==> src/rtl/ccpu_pkg.sv <==
// Package for the capture/compare/PWM unit: register map, fields, modes.
// Assumes one clock domain at the instruction clock rate.
package ccpu_pkg;
	// ----------------------------------------
	// Timing
	// ----------------------------------------
	localparam int CLK_PERIOD_NS = 5;
	// ----------------------------------------
	// Register map (byte addresses)
	// ----------------------------------------
	localparam int CCPU_NTMR = 2;
	localparam logic [7:0] ADDR_TMR_BASE = 8'h00;
	localparam logic [7:0] TMR_STRIDE = 8'h10;
	localparam logic [7:0] OFS_TCTRL = 8'h00;
	localparam logic [7:0] OFS_TPER = 8'h04;
	localparam logic [7:0] OFS_TCNT = 8'h08;
	localparam logic [7:0] ADDR_CMP_CTRL = 8'h20;
	localparam logic [7:0] ADDR_CMP_PRI = 8'h24;
	localparam logic [7:0] ADDR_CMP_SEC = 8'h28;
	localparam logic [7:0] ADDR_CAP_CTRL = 8'h30;
	localparam logic [7:0] ADDR_CAP_VAL = 8'h34;
	localparam logic [7:0] ADDR_FLAGS = 8'h38;
	// ----------------------------------------
	// Fields
	// ----------------------------------------
	localparam int TCTRL_RUN_BIT = 15;
	localparam int PS_W = 2;
	localparam int MODE_W = 3;
	localparam int CTRL_TSEL_BIT = 3;
	localparam int CMP_FAULT_BIT = 4;
	localparam int FLAG_CMP = 0;
	localparam int FLAG_CAP = 1;
	localparam int FLAG_TMR_LSB = 2;
	localparam logic [7:0] PS_LIMIT [4] = '{8'h00, 8'h07, 8'h3f, 8'hff};
	// ----------------------------------------
	// Compare modes
	// ----------------------------------------
	localparam logic [2:0] CMP_OFF = 3'h0;
	localparam logic [2:0] CMP_SET_HIGH = 3'h1;
	localparam logic [2:0] CMP_SET_LOW = 3'h2;
	localparam logic [2:0] CMP_TOGGLE = 3'h3;
	localparam logic [2:0] CMP_DUAL_ONE = 3'h4;
	localparam logic [2:0] CMP_DUAL_CONT = 3'h5;
	localparam logic [2:0] CMP_PWM = 3'h6;
	localparam logic [2:0] CMP_PWM_FAULT = 3'h7;
	// ----------------------------------------
	// Capture modes
	// ----------------------------------------
	localparam logic [2:0] CAP_OFF = 3'h0;
	localparam logic [2:0] CAP_BOTH = 3'h1;
	localparam logic [2:0] CAP_FALL = 3'h2;
	localparam logic [2:0] CAP_RISE = 3'h3;
	localparam logic [2:0] CAP_RISE4 = 3'h4;
	localparam logic [2:0] CAP_RISE16 = 3'h5;
	localparam logic [3:0] CAP_DIV4 = 4'h3;
	localparam logic [3:0] CAP_DIV16 = 4'hf;
endpackage : ccpu_pkg

==> src/rtl/ccpu_unit.sv <==
// Capture/compare/PWM unit: two time bases, one capture, one compare.
// Assumes clk is the instruction clock and bus strobes are one cycle.
//
// Notes on behaviour
// - Enabled capture owns its input pin
// - Fault clears only after control rewrite
// - Compare picks its timer by select bit
// - Timer flag on every period match
// - Only the two fault pins cause faults
// - Fault puts compare output in high impedance
// - Fault reported through compare interrupt flag
// - Mode field offers two PWM modes
// - Runs on instruction clock, half oscillator
// - Unprescaled capture latches a later count
// - PWM edges placed to one cycle
// - Primary reloads from secondary each period
// - Low fault pin stops pulses, sets flag
// - Capture on rise, fall, 4th, 16th
// - Capture and compare pick either timer
//
// Added by the designer: the register addresses and the strobed register port.
`timescale 1ns/10ps
module ccpu_unit
	import ccpu_pkg::*;
#(
	parameter int TW = 16
) (
	input wire logic clk,
	input wire logic rst_n,
	input wire logic [7:0] addr,
	input wire logic [TW-1:0] wdata,
	input wire logic wr_en,
	input wire logic rd_en,
	output logic [TW-1:0] rdata,
	input wire logic capture_input_pin,
	input wire logic fault_input_a,
	input wire logic fault_input_b,
	output logic compare_out,
	output logic compare_out_oe,
	output logic capture_pin_owned
);
	localparam int FW = FLAG_TMR_LSB + CCPU_NTMR;

	// ----------------------------------------
	// Bus decode
	// ----------------------------------------
	logic wr_cmp_ctrl;
	logic wr_cmp_pri;
	logic wr_cmp_sec;
	logic wr_cap_ctrl;
	logic wr_flags;
	assign wr_cmp_ctrl = wr_en && addr == ADDR_CMP_CTRL;
	assign wr_cmp_pri = wr_en && addr == ADDR_CMP_PRI;
	assign wr_cmp_sec = wr_en && addr == ADDR_CMP_SEC;
	assign wr_cap_ctrl = wr_en && addr == ADDR_CAP_CTRL;
	assign wr_flags = wr_en && addr == ADDR_FLAGS;

	// ----------------------------------------
	// Time bases
	// ----------------------------------------
	logic [TW-1:0] tmr_ctrl [CCPU_NTMR];
	logic [TW-1:0] tmr_per [CCPU_NTMR];
	logic [TW-1:0] tmr_cnt [CCPU_NTMR];
	logic [TW-1:0] tmr_cnt_d [CCPU_NTMR];
	logic [CCPU_NTMR-1:0] tmr_step;
	logic [CCPU_NTMR-1:0] tmr_match;
	logic [CCPU_NTMR-1:0] tmr_presc;
	logic [CCPU_NTMR-1:0] step_d_reg;

	for (genvar t = 0; t < CCPU_NTMR; t++) begin : g_tmr
		localparam logic [7:0] BASE = 8'(ADDR_TMR_BASE + TMR_STRIDE * t);
		logic [TW-1:0] ctrl_reg;
		logic [TW-1:0] per_reg;
		logic [TW-1:0] cnt_reg;
		logic [TW-1:0] cnt_d_reg;
		logic [7:0] ps_reg;
		logic run;
		logic tick;
		logic wr_ctrl;
		logic wr_per;
		assign wr_ctrl = wr_en && addr == 8'(BASE + OFS_TCTRL);
		assign wr_per = wr_en && addr == 8'(BASE + OFS_TPER);
		assign run = ctrl_reg[TCTRL_RUN_BIT];
		// One count per instruction cycle at prescale 1
		assign tick = run && ps_reg == PS_LIMIT[ctrl_reg[PS_W-1:0]];

		always_ff @(posedge clk) begin
			if (!rst_n) begin
				ctrl_reg <= '0;
				per_reg <= '0;
				cnt_reg <= '0;
				cnt_d_reg <= '0;
				ps_reg <= 8'h00;
			end else begin
				if (wr_ctrl)
					ctrl_reg <= wdata;
				if (wr_per)
					per_reg <= wdata;
				ps_reg <= (tick || !run) ? 8'h00 : ps_reg + 8'h01;
				if (tick)
					cnt_reg <= (cnt_reg == per_reg) ? '0 : cnt_reg + 1'b1;
				cnt_d_reg <= cnt_reg;
			end
		end

		assign tmr_ctrl[t] = ctrl_reg;
		assign tmr_per[t] = per_reg;
		assign tmr_cnt[t] = cnt_reg;
		assign tmr_cnt_d[t] = cnt_d_reg;
		assign tmr_step[t] = tick;
		// No postscaler: every period match is an event
		assign tmr_match[t] = tick && cnt_reg == per_reg;
		assign tmr_presc[t] = ctrl_reg[PS_W-1:0] != '0;
	end

	always_ff @(posedge clk) begin
		if (!rst_n)
			step_d_reg <= '0;
		else
			step_d_reg <= tmr_step;
	end

	// ----------------------------------------
	// Compare / PWM
	// ----------------------------------------
	logic [TW-1:0] cmp_ctrl_reg, cmp_ctrl_next, pri_reg, pri_next, sec_reg;
	logic out_reg, out_next, oe_reg, oe_next, fault_reg, fault_next, shot_reg, shot_next;
	logic [MODE_W-1:0] cmp_mode;
	logic cmp_evt, cmp_tsel, c_match, pri_hit, sec_hit, is_pwm, fault_low, fault_set;

	assign cmp_mode = cmp_ctrl_reg[MODE_W-1:0];
	assign cmp_tsel = cmp_ctrl_reg[CTRL_TSEL_BIT];
	assign c_match = tmr_match[cmp_tsel];
	// Count compared in the cycle after it changes
	assign pri_hit = step_d_reg[cmp_tsel] && tmr_cnt[cmp_tsel] == pri_reg;
	assign sec_hit = step_d_reg[cmp_tsel] && tmr_cnt[cmp_tsel] == sec_reg;
	assign is_pwm = cmp_mode == CMP_PWM || cmp_mode == CMP_PWM_FAULT;
	// No comparator path exists into the fault logic
	assign fault_low = !fault_input_a || !fault_input_b;
	assign fault_set = cmp_mode == CMP_PWM_FAULT && fault_low;
	// Set wins; clear needs pins high and a control rewrite
	assign fault_next = fault_set ? 1'b1 : (wr_cmp_ctrl && !fault_low) ? 1'b0 : fault_reg;
	assign cmp_ctrl_next = wr_cmp_ctrl ? wdata : cmp_ctrl_reg;
	// Fault floats the pin; no software drive level
	assign oe_next = cmp_ctrl_next[MODE_W-1:0] != CMP_OFF && !fault_next;
	// Software write wins over the period reload
	assign pri_next = wr_cmp_pri ? wdata : (is_pwm && c_match && !fault_reg) ? sec_reg : pri_reg;

	always_comb begin
		out_next = out_reg;
		shot_next = shot_reg;
		cmp_evt = 1'b0;
		if (wr_cmp_ctrl) begin
			out_next = wdata[MODE_W-1:0] == CMP_SET_LOW;
			shot_next = 1'b0;
		end else if (fault_next) begin
			out_next = 1'b0;
		end else begin
			case (cmp_mode)
				CMP_SET_HIGH: begin
					if (pri_hit) begin
						out_next = 1'b1;
						cmp_evt = 1'b1;
					end
				end
				CMP_SET_LOW: begin
					if (pri_hit) begin
						out_next = 1'b0;
						cmp_evt = 1'b1;
					end
				end
				CMP_TOGGLE: begin
					if (pri_hit) begin
						out_next = !out_reg;
						cmp_evt = 1'b1;
					end
				end
				CMP_DUAL_ONE, CMP_DUAL_CONT: begin
					if (pri_hit && !shot_reg) begin
						out_next = 1'b1;
					end else if (sec_hit && out_reg) begin
						out_next = 1'b0;
						cmp_evt = 1'b1;
						shot_next = cmp_mode == CMP_DUAL_ONE;
					end
				end
				CMP_PWM, CMP_PWM_FAULT: begin
					if (c_match) begin
						out_next = 1'b1;
						cmp_evt = 1'b1;
					end else if (pri_hit) begin
						out_next = 1'b0;
					end
				end
				default: out_next = 1'b0;
			endcase
		end
	end

	always_ff @(posedge clk) begin
		if (!rst_n) begin
			cmp_ctrl_reg <= '0;
			pri_reg <= '0;
			sec_reg <= '0;
			out_reg <= 1'b0;
			oe_reg <= 1'b0;
			fault_reg <= 1'b0;
			shot_reg <= 1'b0;
		end else begin
			cmp_ctrl_reg <= cmp_ctrl_next;
			pri_reg <= pri_next;
			if (wr_cmp_sec)
				sec_reg <= wdata;
			out_reg <= out_next;
			oe_reg <= oe_next;
			fault_reg <= fault_next;
			shot_reg <= shot_next;
		end
	end

	assign compare_out = out_reg;
	assign compare_out_oe = oe_reg;

	// ----------------------------------------
	// Capture
	// ----------------------------------------
	logic [TW-1:0] cap_ctrl_reg, cap_val_reg, cap_src;
	logic [3:0] div_reg, div_next, div_lim;
	logic [MODE_W-1:0] cap_mode;
	logic pin_s_reg, pin_d_reg, own_reg, cap_tsel, rise, fall, cap_evt, is_div;

	assign cap_mode = cap_ctrl_reg[MODE_W-1:0];
	assign cap_tsel = cap_ctrl_reg[CTRL_TSEL_BIT];
	assign rise = pin_s_reg && !pin_d_reg;
	assign fall = !pin_s_reg && pin_d_reg;
	assign is_div = cap_mode == CAP_RISE4 || cap_mode == CAP_RISE16;
	assign div_lim = cap_mode == CAP_RISE16 ? CAP_DIV16 : CAP_DIV4;
	assign div_next = (wr_cap_ctrl || !is_div) ? 4'h0 : !rise ? div_reg : (div_reg == div_lim) ? 4'h0 : div_reg + 4'h1;
	// Prescaled base: take the count from the edge cycle itself
	assign cap_src = tmr_presc[cap_tsel] ? tmr_cnt_d[cap_tsel] : tmr_cnt[cap_tsel];

	always_comb begin
		case (cap_mode)
			CAP_BOTH: cap_evt = rise || fall;
			CAP_FALL: cap_evt = fall;
			CAP_RISE: cap_evt = rise;
			CAP_RISE4, CAP_RISE16: cap_evt = rise && div_reg == div_lim;
			default: cap_evt = 1'b0;
		endcase
	end

	always_ff @(posedge clk) begin
		if (!rst_n) begin
			cap_ctrl_reg <= '0;
			cap_val_reg <= '0;
			pin_s_reg <= 1'b0;
			pin_d_reg <= 1'b0;
			own_reg <= 1'b0;
			div_reg <= 4'h0;
		end else begin
			if (wr_cap_ctrl)
				cap_ctrl_reg <= wdata;
			if (cap_evt)
				cap_val_reg <= cap_src;
			pin_s_reg <= capture_input_pin;
			pin_d_reg <= pin_s_reg;
			own_reg <= (wr_cap_ctrl ? wdata[MODE_W-1:0] : cap_mode) != CAP_OFF;
			div_reg <= div_next;
		end
	end

	assign capture_pin_owned = own_reg;

	// ----------------------------------------
	// Flags and read-back
	// ----------------------------------------
	logic [FW-1:0] flags_reg;
	logic [FW-1:0] flags_set;
	logic [FW-1:0] flags_clr;
	logic [TW-1:0] rd_mux;
	logic [TW-1:0] rdata_reg;

	assign flags_set = {tmr_match, cap_evt, cmp_evt || (fault_set && !fault_reg)};
	assign flags_clr = wr_flags ? wdata[FW-1:0] : '0;

	always_comb begin
		rd_mux = '0;
		if (addr == ADDR_CMP_CTRL) begin
			rd_mux = cmp_ctrl_reg;
			rd_mux[CMP_FAULT_BIT] = fault_reg;
		end else if (addr == ADDR_CMP_PRI) begin
			rd_mux = pri_reg;
		end else if (addr == ADDR_CMP_SEC) begin
			rd_mux = sec_reg;
		end else if (addr == ADDR_CAP_CTRL) begin
			rd_mux = cap_ctrl_reg;
		end else if (addr == ADDR_CAP_VAL) begin
			rd_mux = cap_val_reg;
		end else if (addr == ADDR_FLAGS) begin
			rd_mux[FW-1:0] = flags_reg;
		end else begin
			for (int i = 0; i < CCPU_NTMR; i++) begin
				if (addr == 8'(ADDR_TMR_BASE + TMR_STRIDE * i + OFS_TCTRL))
					rd_mux = tmr_ctrl[i];
				else if (addr == 8'(ADDR_TMR_BASE + TMR_STRIDE * i + OFS_TPER))
					rd_mux = tmr_per[i];
				else if (addr == 8'(ADDR_TMR_BASE + TMR_STRIDE * i + OFS_TCNT))
					rd_mux = tmr_cnt[i];
			end
		end
	end

	always_ff @(posedge clk) begin
		if (!rst_n) begin
			flags_reg <= '0;
			rdata_reg <= '0;
		end else begin
			// Set beats a same-cycle clear
			flags_reg <= (flags_reg & ~flags_clr) | flags_set;
			rdata_reg <= rd_en ? rd_mux : '0;
		end
	end

	assign rdata = rdata_reg;
endmodule : ccpu_unit

==> config.mk <==
export PLATFORM = sky130hd
export DESIGN_NAME = ccpu_unit
export DESIGN_NICKNAME = d
export VERILOG_FILES = /design/src/rtl/ccpu_pkg.sv /design/src/rtl/ccpu_unit.sv
export SDC_FILE = /design/constraint.sdc
export NUM_CORES = 1
export LEC_CHECK = 0
export ABC_CLOCK_PERIOD_IN_PS = 3100
export BUFFER_PORTS_ARGS = -buffer_cell sky130_fd_sc_hd__buf_2
export CAP_MARGIN = 15
export CORE_MARGIN = 2
export CORE_UTILIZATION = 62
export CTS_CLUSTER_SIZE = 30
export DETAILED_ROUTE_END_ITERATION = 8
export PLACE_DENSITY = 0.84
export SKIP_LAST_GASP = 1
export SLEW_MARGIN = 20
export SYNTH_ARGS = -nofsm -noshare
export SYNTH_HDL_FRONTEND = slang
export SYNTH_SLANG_ARGS = --single-unit
==> constraint.sdc <==
create_clock -name clk -period 3.1 [get_ports clk]
set_clock_uncertainty 0.05 [all_clocks]
set_input_delay 0 -clock clk [delete_from_list [all_inputs] [get_ports clk]]
set_output_delay 0 -clock clk [all_outputs]
set_load 0.03 [all_outputs]
-- After elaboration in Yosys (flattened, before gate mapping)
Cells that the tools add are included.
- register bits: 257
- output and inout port bits: 19
- input bits: 31
- magnitude comparators: 6
- equality and inequality tests: 34
- bitwise gates (word level): 10
- reductions and logical operators: 63
- multiplexer cells: 63
- add/sub/neg operators: 5
- operators with widths (cell ; number):
    2-to-1 mux 16 bit ; 25
    == test 16 bit ; 4
    == test 8 x 6 -> 1 bit (second input constant) ; 6
    adder 16 x 1 -> 16 bit (second input constant) ; 2
    binary-select mux 8 bit (select 2 bit) ; 2
    2-to-1 mux 8 bit ; 4
    logical AND 1 bit ; 26
    == test 8 x 5 -> 1 bit (second input constant) ; 3
    2-to-1 mux 1 bit ; 22
    == test 3 bit (second input constant) ; 6
    adder 8 x 1 -> 8 bit (second input constant) ; 2
    == test 8 bit ; 2
    2-to-1 mux 4 bit ; 4
    == test 3 x 2 -> 1 bit (second input constant) ; 5
    OR reduction 2 bit ; 7
    zero test 1 bit ; 12
    2-to-1 mux 12 bit ; 1
    == test 8 x 3 -> 1 bit (second input constant) ; 1
    == test 8 x 4 -> 1 bit (second input constant) ; 1
    zero test 8 bit ; 1
    logical OR 1 bit ; 8
    != test 4 bit (second input constant) ; 2
    == test 3 x 1 -> 1 bit (second input constant) ; 2
    >= comparator 3 bit (second input constant) ; 2
    other kinds (21) ; 31

-- Logic depth before layout (Yosys ltp)
- depth after elaboration: 15
- gate-level depth with buffers: 11
- mapped depth without buffers: 9

-- Worst setup path before layout
Ideal clock, no wire load.
- path type: reg2reg
- start: register g_tmr[0].ctrl_reg[1]
- end: register cap_val_reg[14]
- data required time: 2.934 ns
- path buffers: 2
- period minus slack after synthesis: 2.239 ns
- arrival: 2.073 ns
- stages on the path, launching flop included: 8
- slack: 0.861 ns
- cell sequence: dfxtp_1 > clkbuf_1 > nor3_1 > a21oi_2 > buf_2 > mux4_1 > mux2i_1 > nor2b_1
- longest elaborated chain between the ends: 4
- RTL lines (element ; RTL line ; source):
    from (decl) ; ccpu_unit.sv:72 ; logic [TW-1:0] ctrl_reg;
    from (signal assigned) ; ccpu_unit.sv:96 ; ctrl_reg <= wdata;
    nonzero test 2 bit ; ccpu_unit.sv:113 ; assign tmr_presc[t] = ctrl_reg[PS_W-1:0] != '0;
    2-to-1 mux 1 bit (not written as such) (2 in a row) ; ccpu_unit.sv:240 ; assign cap_src = tmr_presc[cap_tsel] ? tmr_cnt_d[cap_tsel] : tmr_cnt[cap_tsel];
    2-to-1 mux 16 bit ; ccpu_unit.sv:240 ;
    to (signal assigned) ; ccpu_unit.sv:264 ; cap_val_reg <= cap_src;
    to (decl) ; ccpu_unit.sv:227 ; logic [TW-1:0] cap_ctrl_reg, cap_val_reg, cap_src;
No other way between the ends. The select of a mux whose other input is x is not followed.
A chain may end at the register's enable or synchronous reset.

-- Worst setup path in the final report
- start: register cmp_ctrl_reg[3]
- end: register flags_reg[0]
- longest elaborated chain between the ends: 14
- RTL lines (element ; RTL line ; source):
    from (decl) ; ccpu_unit.sv:126 ; logic [TW-1:0] cmp_ctrl_reg, cmp_ctrl_next, pri_reg, pri_next, sec_reg;
    from (signal assigned) ; ccpu_unit.sv:210 ; cmp_ctrl_reg <= cmp_ctrl_next;
    NOT 1 -> 2 bit (not written as such) ; ccpu_unit.sv:135, ccpu_unit.sv:136 ;
    2-to-1 mux 16 bit (not written as such) (3 in a row) ; ccpu_unit.sv:135, ccpu_unit.sv:136 ;
    == test 16 bit ; ccpu_unit.sv:136 ; assign sec_hit = step_d_reg[cmp_tsel] && tmr_cnt[cmp_tsel] == sec_reg;
    logical AND 1 bit ; ccpu_unit.sv:136 ;
    logical AND 1 bit ; ccpu_unit.sv:181 ; end else if (sec_hit && out_reg) begin
    2-to-1 mux 1 bit ; ccpu_unit.sv:181 ;
    2-to-1 mux 1 bit ; ccpu_unit.sv:179 ; if (pri_hit && !shot_reg) begin
    case mux 1 bit (3 select lines) * ; ccpu_unit.sv:159 ; case (cmp_mode)
    2-to-1 mux 1 bit * ; ccpu_unit.sv:156 ; end else if (fault_next) begin
    2-to-1 mux 1 bit * ; ccpu_unit.sv:153 ; if (wr_cmp_ctrl) begin
    logical OR 1 bit * ; ccpu_unit.sv:283 ; assign flags_set = {tmr_match, cap_evt, cmp_evt || (fault_set && !fault_reg)};
    bitwise OR 4 bit * ; ccpu_unit.sv:319 ; flags_reg <= (flags_reg & ~flags_clr) | flags_set;
    to (signal assigned) ; ccpu_unit.sv:319 ;
    to (decl) ; ccpu_unit.sv:277 ; logic [FW-1:0] flags_reg;
Every way passes the cells marked *; elsewhere a longest branch is shown, timed or not. The select of a mux whose other input is x is not followed.

==> impl_metrics.csv <==
group,metric,value,unit
status,status,"finished clean",
finish,drive_gt1_share,12.4,%
global_routing,first_global_vias,10600,
finish,fillers,1458,
finish,nNetsFinal,1486,
finish,synthToLayoutAreaGrowth,12.1,%
critical_path,reg2reg_depth,8,
logic_synthesis,yosysTopAreaCellShare,41.3,%
critical_path,slowest_stage,"dfxtp_1",
die,rows,51,
critical_path,r2r_end,"flags_reg[0]",
clocking,clock-sinks,256,
finish,utilization,71.3,%
logic_synthesis,syn_nets,1465,
logic_synthesis,synth_area,12400,um2
logic_synthesis,ys_types,69,
hold_path,whs_path_depth,5,
logic_synthesis,async_flop_share,0,%
critical_path,max_stage_delay,0.51,ns
logic_synthesis,yosysTopAreaCell,"dfxtp_1",
sta,fin_crit,2.71,ns
sta,max_freq,369,MHz
logic_synthesis,ys_ff_latch,256,
clocking,numCtsBuffers,27,
detailed_routing,wl,36.6,mm
clocking,cts_max_path_buffers,3,
clocking,cts_max_level,1,
die,die_w,146,um
global_routing,overflow,0,
finish,antenna_cells,0,
critical_path,crit_cells,8,
power_and_ir_drop,leakagePower,5.10,nW
global_routing,antenna_found_initial,0,
logic_synthesis,yosysWarnings,0,
logic_synthesis,synth_cells,1427,
placement,gp_congestion,0.947,
global_routing,grt_start_max_net_pins,105,
clocking,worstSkewPairLatency,0.55,ns
detailed_routing,drt_iter0_markers,1235,
critical_path,r2r_setup_slack,0.39,ns
logic_synthesis,synth_edf_count,0,
sta,setup_viol,0,
sta,grt_setup_unrepaired,"no",
clocking,post_cts_buffers,0,
power_and_ir_drop,vdd_drop_max,0.375,mV
detailed_routing,drc,0,
critical_path,cp_max_fo,19,
die,chipHeight,146,um
sta,tightestPinTransition,1.14,ns
detailed_routing,antenna_left,0,
critical_path,r2r_start,"cmp_ctrl_reg[3]",
power_and_ir_drop,powerDensity,478,nW/um2
critical_path,cp.arrival,3.09,ns
die,core,19500,um2
detailed_routing,drt_first_pass_iters,5,
critical_path,cp-start-kind,"flip-flop",
logic_synthesis,synth_flop_cell,"dfxtp_1",
clocking,clk_pin_slew_worst_paths,0.06,ns
clocking,root_buffer,"clkbuf_16",
detailed_routing,wl_per_cell,21.1,um
critical_path,crit_type,"reg -> reg",
placement,io_buffers,49,
global_routing,grt_pass1_wl,58.5,mm
hold_path,hold_start,"addr[6]",
hold_path,min_to,"cmp_ctrl_reg[1]",
critical_path,crit_chain,"buf_12, mux2i_1, xnor2_1, nor4_1, and4_1, nand2b_1, a2111oi_1, o21ai_1",
logic_synthesis,syn_avg_cell_area,8.70,um2
power_and_ir_drop,report.power.total,0.00665,W
logic_synthesis,seq_area_frac_synth,41.3,%
hold_path,hp-class,"in -> reg",
critical_path,cp_top_family,"simple AND/OR/NAND/NOR gates",
detailed_routing,routed_via_density,6.34,
sta,fin_crit_sh,87.5,%
sta,max_slew_margin,23.9,%
global_routing,grt_usage,34.2,%
critical_path,critPathBufInv,1,
detailed_routing,vias,11000,
die,ios,50,
die,dieArea,21200,um2
placement,dp_hpwl,24.7,mm
logic_synthesis,synth_area_leaders,"dfxtp_1 41%, nand2_1 8.6%, a21boi_0 6.7%",
clocking,cts_tree,"built",
critical_path,critPathRequiredTime,3.48,ns
job,cap_viol_max_count,0,
critical_path,cp-end-kind,"flip-flop",
sta,finalSetupTns,0,ns
sta,hold_viol_final,0,
die,initial_core_util,63.6,%
sta,slew_violations,0,
[stage by stage]
| stage | cell area, um2 | worst slack, ns | hold WS, ns | instances |
|---|---|---|---|---|
| after floorplan | 12400 | 0.861 | 0.0773 | 1427 |
| after global placement | 12800 | 0.409 | 0.187 | 1660 |
| after detailed placement | 12800 | 0.357 | 0.183 | 1660 |
| after CTS | 13900 | 0.318 | 0.111 | 1730 |
| after global routing | 13900 | 0.0667 | 0.177 | 1730 |
| final | 13900 | 0.387 | 0.123 | 1730 |
[cell families (layout without fill, tap and decap cells)]
| group | after synthesis | count (layout) | synth area share [%] |
|---|---|---|---|
| AND/OR/NAND/NOR | 557 | 557 | 21.2 |
| AO/OA/AOI/OAI | 291 | 291 | 17.0 |
| buffers and inverters | 140 | 178 | 4.81 |
| multiplexers | 69 | 69 | 7.47 |
| flip-flops | 256 | 256 | 41.3 |
| XOR/XNOR | 107 | 107 | 7.55 |
| adder cells (fa/ha/maj) | 7 | 7 | 0.705 |
[layer usage]
layer	up-vias	global-route usage, %	wire length (um)
li1	4985	-	-
met1	5191	44.7	14500
met2	638	54.6	16400
met3	153	6.52	3610
met4	0	16.5	2060
met5	-	0	0
[cells in the mapped netlist (10+ instances only)]
library cell and instances:
nand2_1 285, dfxtp_1 256, a21boi_0 110, clkbuf_1 108, nor2_1 77, xor2_1 61, and2_1 48, mux2i_1 46
xnor2_1 46, a21oi_1 40, o21ai_0 30, a221oi_1 25, nand3_1 25, nand4_1 19, nor2b_1 19, and3_1 18
nor4_1 18, a222oi_1 16, mux4_2 16, nor3_1 14, a31oi_1 12, buf_2 12, a32o_1 10, inv_1 10
[final cells by class]
class                           instances  area (um2)  share of cell area [%]
Clock buffer                           39         741                    5.32
Clock inverter                          7        88.8                   0.638
Inverter                               10        37.5                   0.270
Multi-Input combinational cell       1031        6730                    48.3
Sequential cell                       256        5120                    36.8
Tap cell                              265         332                    2.38
Timing Repair Buffer                  122         868                    6.24
[worst min-delay path: cells and delay by family]
kind            cells  cell delay (ns)
compound gates      1             0.07
simple gates        3             0.47
buf+inv             1             0.13
[cells in the final DEF (no fill, tap or decap), drive strengths merged, types with 23 or more instances in the layout]
cell / netlist / layout
nand2: 286 / 286
dfxtp: 256 / 256
a21boi: 117 / 117
buf: 22 / 98
nor2: 77 / 77
xor2: 61 / 61
mux2i: 51 / 51
and2: 50 / 50
xnor2: 46 / 46
a21oi: 41 / 41
clkbuf: 108 / 39
o21ai: 34 / 34
nand3: 26 / 26
a221oi: 25 / 25
dlygate4sd3: 0 / 24
nor4: 23 / 23
[power breakdown]
part           internal (W)  switching (W)
Combinational     0.0000784       0.000134
Sequential          0.00329     0.00000368
Clock               0.00181        0.00133
Total               0.00518        0.00147
[worst max-delay path by stage]
stage	from	slack [ns]	to
floorplan	g_tmr[0].ctrl_reg[1]	0.86	cap_val_reg[14]
global placement	g_tmr[1].ctrl_reg[0]	0.41	pri_reg[4]
detailed placement	g_tmr[1].ctrl_reg[0]	0.36	pri_reg[15]
CTS	g_tmr[1].ctrl_reg[0]	0.32	pri_reg[13]
global route	cmp_ctrl_reg[3]	0.07	flags_reg[0]
finish	cmp_ctrl_reg[3]	0.39	flags_reg[0]
[timing repair]
action,in CTS,in global routing
endpoints found under the setup margin,0,4
endpoints found under the hold margin,174,0
gates resized for setup,0,1
hold buffers,24,0
Note: power is estimated with default switching activity, not from simulation.
